[config.mk]
export PLATFORM = sky130hd
export DESIGN_NAME = dnm_device_flat
export DESIGN_NICKNAME = d
export VERILOG_FILES = /design/src/rtl/dnm_pkg.sv /design/src/rtl/dnm_if.sv /design/src/rtl/dnm_device.sv /design/src/flat_wrapper.sv
export SDC_FILE = /design/constraint.sdc
export NUM_CORES = 1
export LEC_CHECK = 0
export ABC_AREA = 0
export BUFFER_PORTS_ARGS = -buffer_cell sky130_fd_sc_hd__buf_2
export CAP_MARGIN = 20
export CORE_UTILIZATION = 40
export DETAILED_ROUTE_END_ITERATION = 16
export PLACE_DENSITY = 0.67
export SKIP_CTS_REPAIR_TIMING = 1
export SYNTH_ARGS = -nofsm -noshare
export SYNTH_HDL_FRONTEND = slang
export SYNTH_SLANG_ARGS = --single-unit
export TNS_END_PERCENT = 100
[constraint.sdc]
create_clock -name clock -period 2.5 [get_ports clock]
set_input_delay 0 -clock clock [delete_from_list [all_inputs] [get_ports clock]]
set_output_delay 0 -clock clock [all_outputs]
set_load 0.005 [all_outputs]
[src/rtl/dnm_pkg.sv]
// Purpose: shared constants of the display nmi generator and its partner
// Assumes: one 100 MHz clock, cpu cycles made by a divider enable
// Notes:   register offsets index a small byte-wide register port
package dnm_pkg;

  // ------------------------------------------------------------
  // clocking
  // ------------------------------------------------------------
  localparam int CLK_PERIOD_NS = 10;
  localparam int CPU_CYCLE_NS  = 559;
  localparam int CLKS_PER_CYC  = CPU_CYCLE_NS / CLK_PERIOD_NS;

  // ------------------------------------------------------------
  // scan timing, in cpu cycles and scan lines
  // ------------------------------------------------------------
  localparam logic [6:0] CYC_LAST      = 7'h71;  // 114 cycles a line
  localparam logic [8:0] LINE_LAST     = 9'h105; // 262 lines a frame
  localparam logic [8:0] LINE_VBLANK   = 9'h0F8; // line 248
  localparam logic [6:0] CYC_SCROLL_DL = 7'h05;
  localparam logic [6:0] CYC_STATUS    = 7'h07;
  localparam logic [6:0] CYC_NMI       = 7'h08;
  localparam logic [6:0] CYC_NMI_LATE  = 7'h0B;
  localparam logic [6:0] CYC_ENTRY_MIN = 7'h0A;
  localparam logic [6:0] CYC_IRQ_BLIND = 7'h04;
  localparam logic [6:0] CYC_COOP_LO   = 7'h05;
  localparam logic [6:0] CYC_COOP_HI   = 7'h09;
  localparam logic [1:0] NMI_HOLD      = 2'h2;   // cycles the line is held
  localparam logic [1:0] NMI_RECOG     = 2'h2;
  localparam logic [2:0] ENTRY_LEN     = 3'h7;

  // ------------------------------------------------------------
  // register port
  // ------------------------------------------------------------
  localparam logic [3:0] REG_ENABLE = 4'h0;  // write only
  localparam logic [3:0] REG_STATUS = 4'h1;  // read only
  localparam logic [3:0] REG_CLEAR  = 4'h2;  // write strobe
  localparam logic [3:0] REG_VERTICAL_FINE_SCROLL = 4'h3;  // write, reads back

  localparam int BIT_EN_LINE  = 6;
  localparam int BIT_EN_FRAME = 7;
  localparam int BIT_ST_LINE  = 7;
  localparam int BIT_ST_FRAME = 6;
  localparam int BIT_ST_RESET = 5;
  localparam int BIT_DL_IRQ   = 7;
  localparam int BIT_DL_SCRL  = 5;

  localparam logic [7:0] ENABLE_RST = 8'h00;
  localparam logic [7:0] STATUS_RST = 8'h00;
  localparam logic [3:0] VERTICAL_FINE_SCROLL_RST = 4'h0;
  localparam logic [7:0] DL_WAIT_VB = 8'h41;

endpackage : dnm_pkg

[src/rtl/dnm_if.sv]
// Purpose: link between the nmi generator and the processor core
// Assumes: both ends on the same clock
// Notes:   cyc_tick marks one cpu cycle, cyc_pos its place in the line
`timescale 1ns/10ps
interface dnm_if;
  logic       nmi_req;   // high while the nmi line is pulled
  logic       cyc_tick;
  logic [6:0] cyc_pos;

  modport dev  (output nmi_req, output cyc_tick, output cyc_pos);
  modport core (input  nmi_req, input  cyc_tick, input  cyc_pos);
endinterface : dnm_if

[src/rtl/dnm_device.sv]
// Purpose: frame-blank and line-list nmi generator with status registers
// Assumes: display list feeds one instruction per mode line on dl_take
// Notes:
//
// Local design decisions: the placing of the registers and the strobed register port.
`timescale 1ns/10ps
module dnm_device (
  input  wire logic       clock,
  input  wire logic       srst,
  dnm_if.dev              link,
  input  wire logic [3:0] reg_addr,
  input  wire logic [7:0] reg_wdata,
  input  wire logic       reg_wr,
  input  wire logic       reg_rd,
  output      logic [7:0] reg_rdata,
  input  wire logic [7:0] dl_instr,
  output      logic       dl_take,
  input  wire logic       reset_button
);

  // ------------------------------------------------------------
  // cpu cycle divider and scan position
  // ------------------------------------------------------------
  logic [6:0] div_q;
  logic       tick;
  logic [6:0] hpos_q;
  logic [8:0] vpos_q;
  logic       line_end;

  assign tick     = (div_q == 7'(dnm_pkg::CLKS_PER_CYC - 1));
  assign line_end = tick && (hpos_q == dnm_pkg::CYC_LAST);

  always_ff @(posedge clock) begin
    if (srst || tick) begin
      div_q <= 7'h00;
    end else begin
      div_q <= div_q + 7'h01;
    end
  end

  always_ff @(posedge clock) begin
    if (srst) begin
      hpos_q <= 7'h00;
      vpos_q <= 9'h000;
    end else if (line_end) begin
      hpos_q <= 7'h00;
      vpos_q <= (vpos_q == dnm_pkg::LINE_LAST) ? 9'h000 : vpos_q + 9'h001;
    end else if (tick) begin
      hpos_q <= hpos_q + 7'h01;
    end
  end

  assign link.cyc_tick = tick;
  assign link.cyc_pos  = hpos_q;

  // ------------------------------------------------------------
  // registers
  // ------------------------------------------------------------
  logic [7:0] en_q;
  logic [7:0] st_q;
  logic [3:0] vertical_fine_scroll_q;
  logic       wr_en;
  logic       wr_clr;

  assign wr_en  = reg_wr && (reg_addr == dnm_pkg::REG_ENABLE);
  assign wr_clr = reg_wr && (reg_addr == dnm_pkg::REG_CLEAR);

  always_ff @(posedge clock) begin
    if (srst) begin
      en_q <= dnm_pkg::ENABLE_RST;
    end else if (wr_en) begin
      en_q <= reg_wdata;
    end
  end

  always_ff @(posedge clock) begin
    if (srst) begin
      vertical_fine_scroll_q <= dnm_pkg::VERTICAL_FINE_SCROLL_RST;
    end else if (reg_wr && (reg_addr == dnm_pkg::REG_VERTICAL_FINE_SCROLL)) begin
      vertical_fine_scroll_q <= reg_wdata[3:0];
    end
  end

  always_ff @(posedge clock) begin
    if (srst) begin
      reg_rdata <= 8'h00;
    end else if (reg_rd) begin
      case (reg_addr)
        dnm_pkg::REG_STATUS: reg_rdata <= st_q;
        dnm_pkg::REG_VERTICAL_FINE_SCROLL: reg_rdata <= {4'h0, vertical_fine_scroll_q};
        default:             reg_rdata <= 8'h00;
      endcase
    end
  end

  // ------------------------------------------------------------
  // reset button: two flops, then edge
  // ------------------------------------------------------------
  logic btn_s1_q;
  logic btn_s2_q;
  logic btn_s3_q;
  logic btn_rise;

  always_ff @(posedge clock) begin
    if (srst) begin
      btn_s1_q <= 1'b0;
      btn_s2_q <= 1'b0;
      btn_s3_q <= 1'b0;
    end else begin
      btn_s1_q <= reset_button;
      btn_s2_q <= btn_s1_q;
      btn_s3_q <= btn_s2_q;
    end
  end

  assign btn_rise = btn_s2_q && !btn_s3_q;

  // ------------------------------------------------------------
  // mode lines and row counter
  // ------------------------------------------------------------
  logic [7:0] ir_q;
  logic       scrl_q;       // scroll bit of the current mode line
  logic       scrl_prev_q;
  logic [3:0] row_q;
  logic       need_ir_q;
  logic       active;
  logic [3:0] norm_last;
  logic       ir_scrl;
  logic [3:0] end_row;
  logic       ends_now;
  logic       wait_vb;

  assign active  = (vpos_q < dnm_pkg::LINE_VBLANK);
  // blank lines use bits 6:4 as a count, never as scroll bit
  assign ir_scrl = (dl_instr[3:0] != 4'h0) && dl_instr[dnm_pkg::BIT_DL_SCRL];

  always_comb begin
    case (ir_q[3:0])
      4'h0:    norm_last = {1'b0, ir_q[6:4]};
      4'h1:    norm_last = 4'h0;
      4'h2:    norm_last = 4'h7;
      4'h3:    norm_last = 4'h9;
      4'h4:    norm_last = 4'h7;
      4'h5:    norm_last = 4'hF;
      4'h6:    norm_last = 4'h7;
      4'h7:    norm_last = 4'hF;
      4'h8:    norm_last = 4'h7;
      4'h9:    norm_last = 4'h3;
      4'hA:    norm_last = 4'h3;
      4'hB:    norm_last = 4'h1;
      default: norm_last = 4'h0;
    endcase
  end

  // region end: first unscrolled line after a scrolled one
  assign end_row  = (!scrl_q && scrl_prev_q) ? vertical_fine_scroll_q : norm_last;
  // the interrupt flag sits in bit 7, so match the wait opcode without it
  assign wait_vb  = (ir_q[6:0] == dnm_pkg::DL_WAIT_VB[6:0]);
  assign ends_now = wait_vb ? 1'b0 : (row_q == end_row);

  assign dl_take = active && need_ir_q && tick && (hpos_q == 7'h00);

  always_ff @(posedge clock) begin
    if (srst) begin
      ir_q        <= 8'h00;
      scrl_q      <= 1'b0;
      scrl_prev_q <= 1'b0;
      row_q       <= 4'h0;
      need_ir_q   <= 1'b1;
    end else if (dl_take) begin
      ir_q        <= dl_instr;
      scrl_prev_q <= scrl_q;
      scrl_q      <= ir_scrl;
      row_q       <= (ir_scrl && !scrl_q) ? vertical_fine_scroll_q : 4'h0;
      need_ir_q   <= 1'b0;
    end else if (line_end) begin
      if (vpos_q == dnm_pkg::LINE_LAST) begin
        need_ir_q <= 1'b1;
        scrl_q    <= 1'b0;
      end else if (active && ends_now) begin
        need_ir_q <= 1'b1;
      end else begin
        row_q <= row_q + 4'h1;
      end
    end
  end

  // ------------------------------------------------------------
  // interrupt events, line event decided at cycle 5, frame event for all of line 248
  // ------------------------------------------------------------
  logic line_ev_q;
  logic frame_ev;

  // later scroll writes still move the line end via ends_now
  always_ff @(posedge clock) begin
    if (srst || line_end) begin
      line_ev_q <= 1'b0;
    end else if (tick && hpos_q == dnm_pkg::CYC_SCROLL_DL) begin
      line_ev_q <= active && ir_q[dnm_pkg::BIT_DL_IRQ] && !need_ir_q
                   && (ends_now || wait_vb);
    end
  end

  assign frame_ev = (vpos_q == dnm_pkg::LINE_VBLANK);

  // ------------------------------------------------------------
  // status register
  // ------------------------------------------------------------
  logic at_status;

  assign at_status = tick && (hpos_q == dnm_pkg::CYC_STATUS);

  always_ff @(posedge clock) begin
    if (srst) begin
      st_q <= dnm_pkg::STATUS_RST;
    end else begin
      // clear first, events after: a same-cycle event wins
      if (wr_clr) begin
        st_q <= 8'h00;
      end
      if (at_status && line_ev_q) begin
        st_q[dnm_pkg::BIT_ST_LINE]  <= 1'b1;
        st_q[dnm_pkg::BIT_ST_FRAME] <= 1'b0;
      end else if (at_status && frame_ev) begin
        st_q[dnm_pkg::BIT_ST_FRAME] <= 1'b1;
        st_q[dnm_pkg::BIT_ST_LINE]  <= 1'b0;
      end
      if (btn_rise) begin
        st_q[dnm_pkg::BIT_ST_RESET] <= 1'b1;
      end
    end
  end

  // ------------------------------------------------------------
  // nmi line
  // ------------------------------------------------------------
  logic [7:0] en_old_q;   // enable as it stood before cycle 7
  logic       src_line_q;
  logic       late_q;
  logic [1:0] hold_q;
  logic       want;
  logic       want_cut;

  assign want = (line_ev_q && en_q[dnm_pkg::BIT_EN_LINE])
             || (frame_ev && en_q[dnm_pkg::BIT_EN_FRAME]);

  always_ff @(posedge clock) begin
    if (srst) begin
      en_old_q <= dnm_pkg::ENABLE_RST;
    end else if (tick && hpos_q == 7'(dnm_pkg::CYC_STATUS - 7'h01)) begin
      en_old_q <= en_q;
    end
  end

  // status clear strobe plays no part here
  always_ff @(posedge clock) begin
    if (srst) begin
      hold_q     <= 2'h0;
      late_q     <= 1'b0;
      src_line_q <= 1'b0;
    end else if (tick && hpos_q == dnm_pkg::CYC_STATUS && want) begin
      src_line_q <= line_ev_q;
      // enabled only during cycle 7: three cycles later, at 11
      if ((line_ev_q && !en_old_q[dnm_pkg::BIT_EN_LINE])
          || (!line_ev_q && !en_old_q[dnm_pkg::BIT_EN_FRAME])) begin
        late_q <= 1'b1;
      end else begin
        hold_q <= dnm_pkg::NMI_HOLD;
      end
    end else if (want_cut) begin
      // a pulse withdrawn in cycle 8 must not come back in cycle 9
      late_q <= 1'b0;
      hold_q <= 2'h0;
    end else if (tick && late_q
                 && hpos_q == 7'(dnm_pkg::CYC_NMI_LATE - 7'h01)) begin
      late_q <= 1'b0;
      hold_q <= dnm_pkg::NMI_HOLD;
    end else if (tick && hold_q != 2'h0) begin
      hold_q <= hold_q - 2'h1;
    end
  end

  // a disable written during cycle 8 still withdraws the pulse
  assign want_cut = (hpos_q == dnm_pkg::CYC_NMI)
                 && !(src_line_q ? en_q[dnm_pkg::BIT_EN_LINE]
                                 : en_q[dnm_pkg::BIT_EN_FRAME]);
  assign link.nmi_req = (hold_q != 2'h0) && !want_cut;

endmodule : dnm_device

[src/flat_wrapper.sv]
// flat-port wrapper written by rule: the top's interface ports become plain ports
module dnm_device_flat 
  (clock, srst, reg_addr, reg_wdata, reg_wr, reg_rd, reg_rdata, dl_instr, dl_take, reset_button, link_nmi_req, link_cyc_tick, link_cyc_pos);
  dnm_if link_i ();
  input  wire logic clock;
  input  wire logic srst;
  input  wire logic [3:0] reg_addr;
  input  wire logic [7:0] reg_wdata;
  input  wire logic reg_wr;
  input  wire logic reg_rd;
  output      logic [7:0] reg_rdata;
  input  wire logic [7:0] dl_instr;
  output      logic dl_take;
  input  wire logic reset_button;
  output wire logic [$bits(link_i.nmi_req)-1:0] link_nmi_req;
  output wire logic [$bits(link_i.cyc_tick)-1:0] link_cyc_tick;
  output wire logic [$bits(link_i.cyc_pos)-1:0] link_cyc_pos;
  assign link_nmi_req = link_i.nmi_req;
  assign link_cyc_tick = link_i.cyc_tick;
  assign link_cyc_pos = link_i.cyc_pos;
  dnm_device u_core (.clock(clock), .srst(srst), .link(link_i), .reg_addr(reg_addr), .reg_wdata(reg_wdata), .reg_wr(reg_wr), .reg_rd(reg_rd), .reg_rdata(reg_rdata), .dl_instr(dl_instr), .dl_take(dl_take), .reset_button(reset_button));
endmodule
After elaboration in Yosys (flattened, before gate mapping). Index checks and enable logic that the tools add are counted.

Register bits: 77. Input port bits: 25. Output and inout port bits: 18. Logic and storage cells: 153.

$add $sub $neg: 5. $lt $le $gt $ge: 1. Equality and inequality tests: 28. Muxes and demuxes: 31. Reductions and logical operators: 66.

Operator list (count): 1-bit logical AND (30); 4-bit 2-to-1 mux (6); 4-bit one-hot mux with 6 select lines (1); 7-bit by 3-bit == test with 1-bit output (second input constant) (3); 4-bit by 2-bit == test with 1-bit output (second input constant) (4); 4-bit by 3-bit == test with 1-bit output (second input constant) (4); 4-bit == test (second input constant) (4); 8-bit one-hot mux with 2 select lines (1); 7-bit by 1-bit adder with 7-bit output (second input constant) (2); 7-bit by 4-bit == test with 1-bit output (second input constant) (2); 7-bit == test (second input constant) (2); 1-bit 2-to-1 mux (14); 2-bit 2-to-1 mux (7); 2-bit nonzero test (5); 9-bit by 1-bit adder with 9-bit output (second input constant) (1); 9-bit by 8-bit == test with 1-bit output (second input constant) (1); 9-bit == test (second input constant) (1); 9-bit by 8-bit less-than comparator with 1-bit output (second input constant) (1); 9-bit 2-to-1 mux (1); 3-bit nonzero test (3); 1-bit logical NOT (8); 4-bit logical NOT (2); 8-bit 2-to-1 mux (1); 2-bit inequality test (second input constant) (4); other kinds (12) (23).

Depth between registers and ports, before layout.
Word-level depth: 11. Gate-level depth with buffers: 11. Depth with buffers taken out: 10.

Worst setup path after synthesis. No wires, ideal clock.

Path kind: register to register. Start: reg u_core.div_q[0]. End: reg u_core.row_q[2]. Setup time: 0.116 ns. Arrival time: 2.161 ns. Data required time: 2.384 ns. Path slack: 0.223 ns. Cell stages (with the launch flop): 12. Path buffers: 1. Period minus slack after synthesis: 2.277 ns. Cell sequence: dfxtp_1 inv_1 ha_1 and4bb_1 nand2_1 nor2_1 and3_1 clkbuf_1 or3b_1 o221ai_2 nor3_1 a41o_1.

Word-level cells in the longest chain between the ends: 5. Elaborated cells between the ends (all ways): 9. Classes of those cells: 3 x eq/ne; 1 x mux; 5 x reduce/logical.

RTL lines: from (decl) (RTL line dnm_device.sv:24) `logic [6:0] div_q;`; from (signal assigned) (RTL line dnm_device.sv:37) `div_q <= div_q + 7'h01;`; 7-bit by 6-bit == test with 1-bit output (*) (RTL line dnm_device.sv:30) `assign tick = (div_q == 7'(dnm_pkg::CLKS_PER_CYC - 1));`; 1-bit logical AND (2 in series) (RTL line dnm_device.sv:161) `assign dl_take = active && need_ir_q && tick && (hpos_q == 7'h00);`; 2-bit inequality test (no line) / 2-bit nonzero test (equally long branches); 3-bit AND reduction (no line); to (signal assigned) (RTL line dnm_device.sv:174) `row_q <= (ir_scrl && !scrl_q) ? vertical_fine_scroll_q : 4'h0;`; to (signal assigned) (RTL line dnm_device.sv:183) `row_q <= row_q + 4'h1;`; to (decl) (RTL line dnm_device.sv:124) `logic [3:0] row_q;`.

Mark *: on every way between the ends. The rest lies on a longest branch, timed or not. A chain may end at the register's enable or synchronous reset.

Worst setup path in the final report.
Start: reg u_core.ir_q[1]. End: reg u_core.row_q[1].

Word-level cells in the longest chain between the ends: 9. Elaborated cells between the ends (all ways): 22. Classes of those cells: 13 x eq/ne; 3 x mux; 6 x reduce/logical.

RTL lines: from (decl) (RTL line dnm_device.sv:121) `logic [7:0] ir_q;`; from (signal assigned) (RTL line dnm_device.sv:171) `ir_q <= dl_instr;`; 4-bit by 2-bit == test with 1-bit output, or another cell as far along (RTL line dnm_device.sv:138) `case (ir_q[3:0])`; 4-bit OR reduction (no line) / 2-bit OR reduction (equally long branches); 4-bit one-hot mux with 6 select lines (RTL line dnm_device.sv:138); 4-bit 2-to-1 mux (RTL line dnm_device.sv:156) `assign end_row = (!scrl_q && scrl_prev_q) ? vertical_fine_scroll_q : norm_last;`; 4-bit == test (RTL line dnm_device.sv:159) `assign ends_now = wait_vb ? 1'b0 : (row_q == end_row);`; 1-bit 2-to-1 mux (*) (RTL line dnm_device.sv:159); 1-bit logical AND (*) (RTL line dnm_device.sv:180) `end else if (active && ends_now) begin`; 2-bit inequality test (no line) (*); 3-bit AND reduction (no line) (*).

Marks and branches as above.

==> flow_summary.toml <==
[die]
dieArea_sq_mm = 0.00811
start_util_pct = 42.1
dieWidth_microns = 90.0
core_sq_mm = 0.00737
rows = 31
ioPinCount = 43
die_height_microns = 90.0

[timing]
rsz0062_at_grt = "false"
hold_viol = 0
slew_violations = 0
fin_setup_tns_ns = 0
relSlewSlack_pct = 61.4
fmax_mhz = 420
fin_ws_ns = 0.120
min_period_ns = 2.38
finalClockSkew_ns = 0.0104
worst_pin_slew_ns = 0.572
fin_crit_sh_pct = 95.2
setup_viol = 0

[clock_network]
cts_buffers = 9
clock_path_buffers = 2
clk_latency_ns = 0.34
cts_htree_levels = 3
cts_tree = "done"
clkSinkCount = 64
clk_pin_slew_ns = 0.08
root_buffer = "clkbuf_8"

[global_routing]
grt_pass1_vias = 2485
antenna_found_initial = 0
grt_max_degree = 32
track_usage_pct = 17.1
grt_overflow_total = 0
grt_pass1_wl_mm = 11.3

[synthesis]
yosysTopAreaCellShare_pct = 41.3
synthDistinctLibCells = 56
ys_seq_area_share_pct = 41.3
synth_top_area_cell = "dfxtp_1"
yosys_most_used_dff = "dfxtp_1"
synth_seq_cells = 64
syn_inst = 376
synth.net_count = 412
yosysWarnings = 0
synth_edf_count = 0
synth.cell_area_sq_mm = 0.00310
async_reset_ff_share_pct = 0
synth_area_per_cell_sq_um = 8.25
synth.area.top_cells = "dfxtp_1, nor2_1, nand2_1"

[setup_path]
cp_max_fo = 6
critPathLaunchType = "flop"
crit_arrival_ns = 2.61
criticalPathCategory = "flop to flop"
required_ns = 2.73
cp-end-kind = "flop"

[outcome]
status = "completed"

[route]
first_pass_iters = 4
num_vias = 2748
routed_wl_mm = 6.86
drt_first_iter_violations = 174
ant_nets = 0
drc = 0
via_per_inst = 5.02
routedWlPerCell_microns = 12.5

[layout]
n_antenna_cell = 0
fill_cells = 715
multiInputGateArea_sq_mm = 0.00171
nets = 479
regArea_sq_mm = 0.00128
drive_above_1_share_pct = 17.2
area_growth_pct = 22.8

[worst_hold_path]
min_path_type = "input port to flop"

[placed_design]
hpwlAfterDp_mm = 4.88
place.port_buffers = 39
globalplace.congestion = 0.857
place_ws_ns = 0.146

[power_and_ir_drop]
pwr_density_cell_mw_per_mm2 = 501
total_leakage_power_uw = 0.00156
ir_drop_uv = 306

[flow_run]
cap_violations = 0
## flip-flops by register name (all words and copies together), names as in the netlist
| signal | flops |
|---|---|
| u_core.hold_q | 2 |
| u_core.src_line_q | 1 |
| u_core.vertical_fine_scroll_q | 4 |
| u_core.link.cyc_pos | 7 |
| u_core.div_q | 7 |
| u_core.btn_s2_q | 1 |
| u_core.st_q | 3 |
| u_core.vpos_q | 9 |
| u_core.en_q | 2 |
| u_core.need_ir_q | 1 |
| u_core.late_q | 1 |
| u_core.scrl_prev_q | 1 |
| u_core.ir_q | 8 |
| u_core.en_old_q | 2 |
| u_core.row_q | 4 |
| u_core.line_ev_q | 1 |
| u_core.btn_s1_q | 1 |
| u_core.btn_s3_q | 1 |
| u_core.reg_rdata | 7 |
| u_core.scrl_q | 1 |
## area by class of cell
type	instances	share of cell area [%]
well taps	99	3.25
clock buffers	9	3.25
flip-flops and latches	64	33.7
inverters	15	1.48
clock inverters	7	1.28
multi-input cells	285	45.0
repair buffers	68	12.0
## layer usage
metal,vias to the layer above,routed length (microns),global-route usage [%]
li1,1434,-,-
met1,1265,3410,22.4
met2,44,3160,26.8
met3,5,242,4.06
met4,0,57,7.53
met5,-,0,0
## stage by stage
step	total power (uW)	utilization [%]	hold slack (ns)	instances	instance area, sq um
6_report	1910	51.6	0.0674	547	3810
5_1_grt	1980	51.6	0.0886	547	3810
4_1_cts	1900	49.2	-0.134	529	3620
3_5_place_dp	1120	46.8	0.226	513	3450
3_3_place_gp	1120	46.8	0.214	513	3450
2_1_floorplan	1090	-	0.128	376	3100
## cells in the final DEF (no fill, tap or decap), drive strengths merged, types with 2 or more instances in the layout
| cell type | Yosys | routed |
|---|---|---|
| a32oi | 3 | 3 |
| ha | 11 | 11 |
| a31oi | 3 | 3 |
| a21oi | 32 | 32 |
| nand2b | 2 | 2 |
| nand3 | 12 | 12 |
| o221ai | 2 | 2 |
| nor2b | 13 | 13 |
| o21ai | 11 | 11 |
| o31ai | 2 | 2 |
| and2 | 2 | 2 |
| dlygate4sd3 | 0 | 18 |
| nand2 | 46 | 46 |
| inv | 13 | 13 |
| nand3b | 2 | 2 |
| or4b | 2 | 2 |
| or3 | 5 | 5 |
| xor2 | 12 | 12 |
| and3 | 9 | 9 |
| dfxtp | 64 | 64 |
| clkbuf | 8 | 9 |
| clkinv | 2 | 8 |
| xnor2 | 9 | 9 |
| nor4 | 3 | 3 |
| nor3 | 10 | 10 |
| nor2 | 57 | 57 |
| buf | 4 | 50 |
| mux2i | 9 | 9 |
| nand4 | 8 | 8 |
## worst max-delay path, stage by stage (launching register included)
cell      delay (ns)
dfxtp_1         0.36
or4b_4          0.57
o21ai_2         0.08
o31ai_1         0.10
xor2_1          0.17
or3_1           0.41
o221ai_2        0.29
nor2b_1         0.23
nor3_2          0.06
## path summary, 6_finish.rpt
check             startpoint  depth (start not counted)             endpoint  slack, ns
min reg2reg  u_core.btn_s1_q                          1      u_core.btn_s2_q       0.45
max           u_core.ir_q[1]                          8      u_core.row_q[1]       0.12
max reg2reg   u_core.ir_q[1]                          8      u_core.row_q[1]       0.12
min                   reg_rd                          4  u_core.reg_rdata[6]       0.07
## report_power, final
part | switching [uW] | internal (uW)
logic | 41.6 | 42.3
clock network | 430 | 359
registers | 6.01 | 1030
## synth_stat cells (3+ instances only)
cell type	number
nand4_1	8
and3_1	9
nor2_1	57
mux2i_1	9
dfxtp_1	64
nor4_2	3
ha_1	11
or3_1	5
nand2_1	46
a21oi_1	32
xnor2_1	9
a31oi_1	3
o21ai_0	8
xor2_1	12
inv_1	13
nor2b_1	13
nor3_1	9
clkbuf_1	8
nand3_1	12
## cells by family (layout without fill, tap and decap cells)
logic type / Yosys count / in the layout / share of synthesized area [%]
and+or+nand+nor: 180 / 180 / 29.1
DFF: 64 / 64 / 41.3
AOI/OAI and AO/OA: 63 / 63 / 12.8
buffers and inverters: 27 / 99 / 3.47
xor gates and xnor gates: 21 / 21 / 5.93
adders and majority gates: 11 / 11 / 4.44
muxes: 9 / 9 / 2.91
other: 1 / 1 / 0.121
Note: power is estimated with default switching activity, not from simulation.
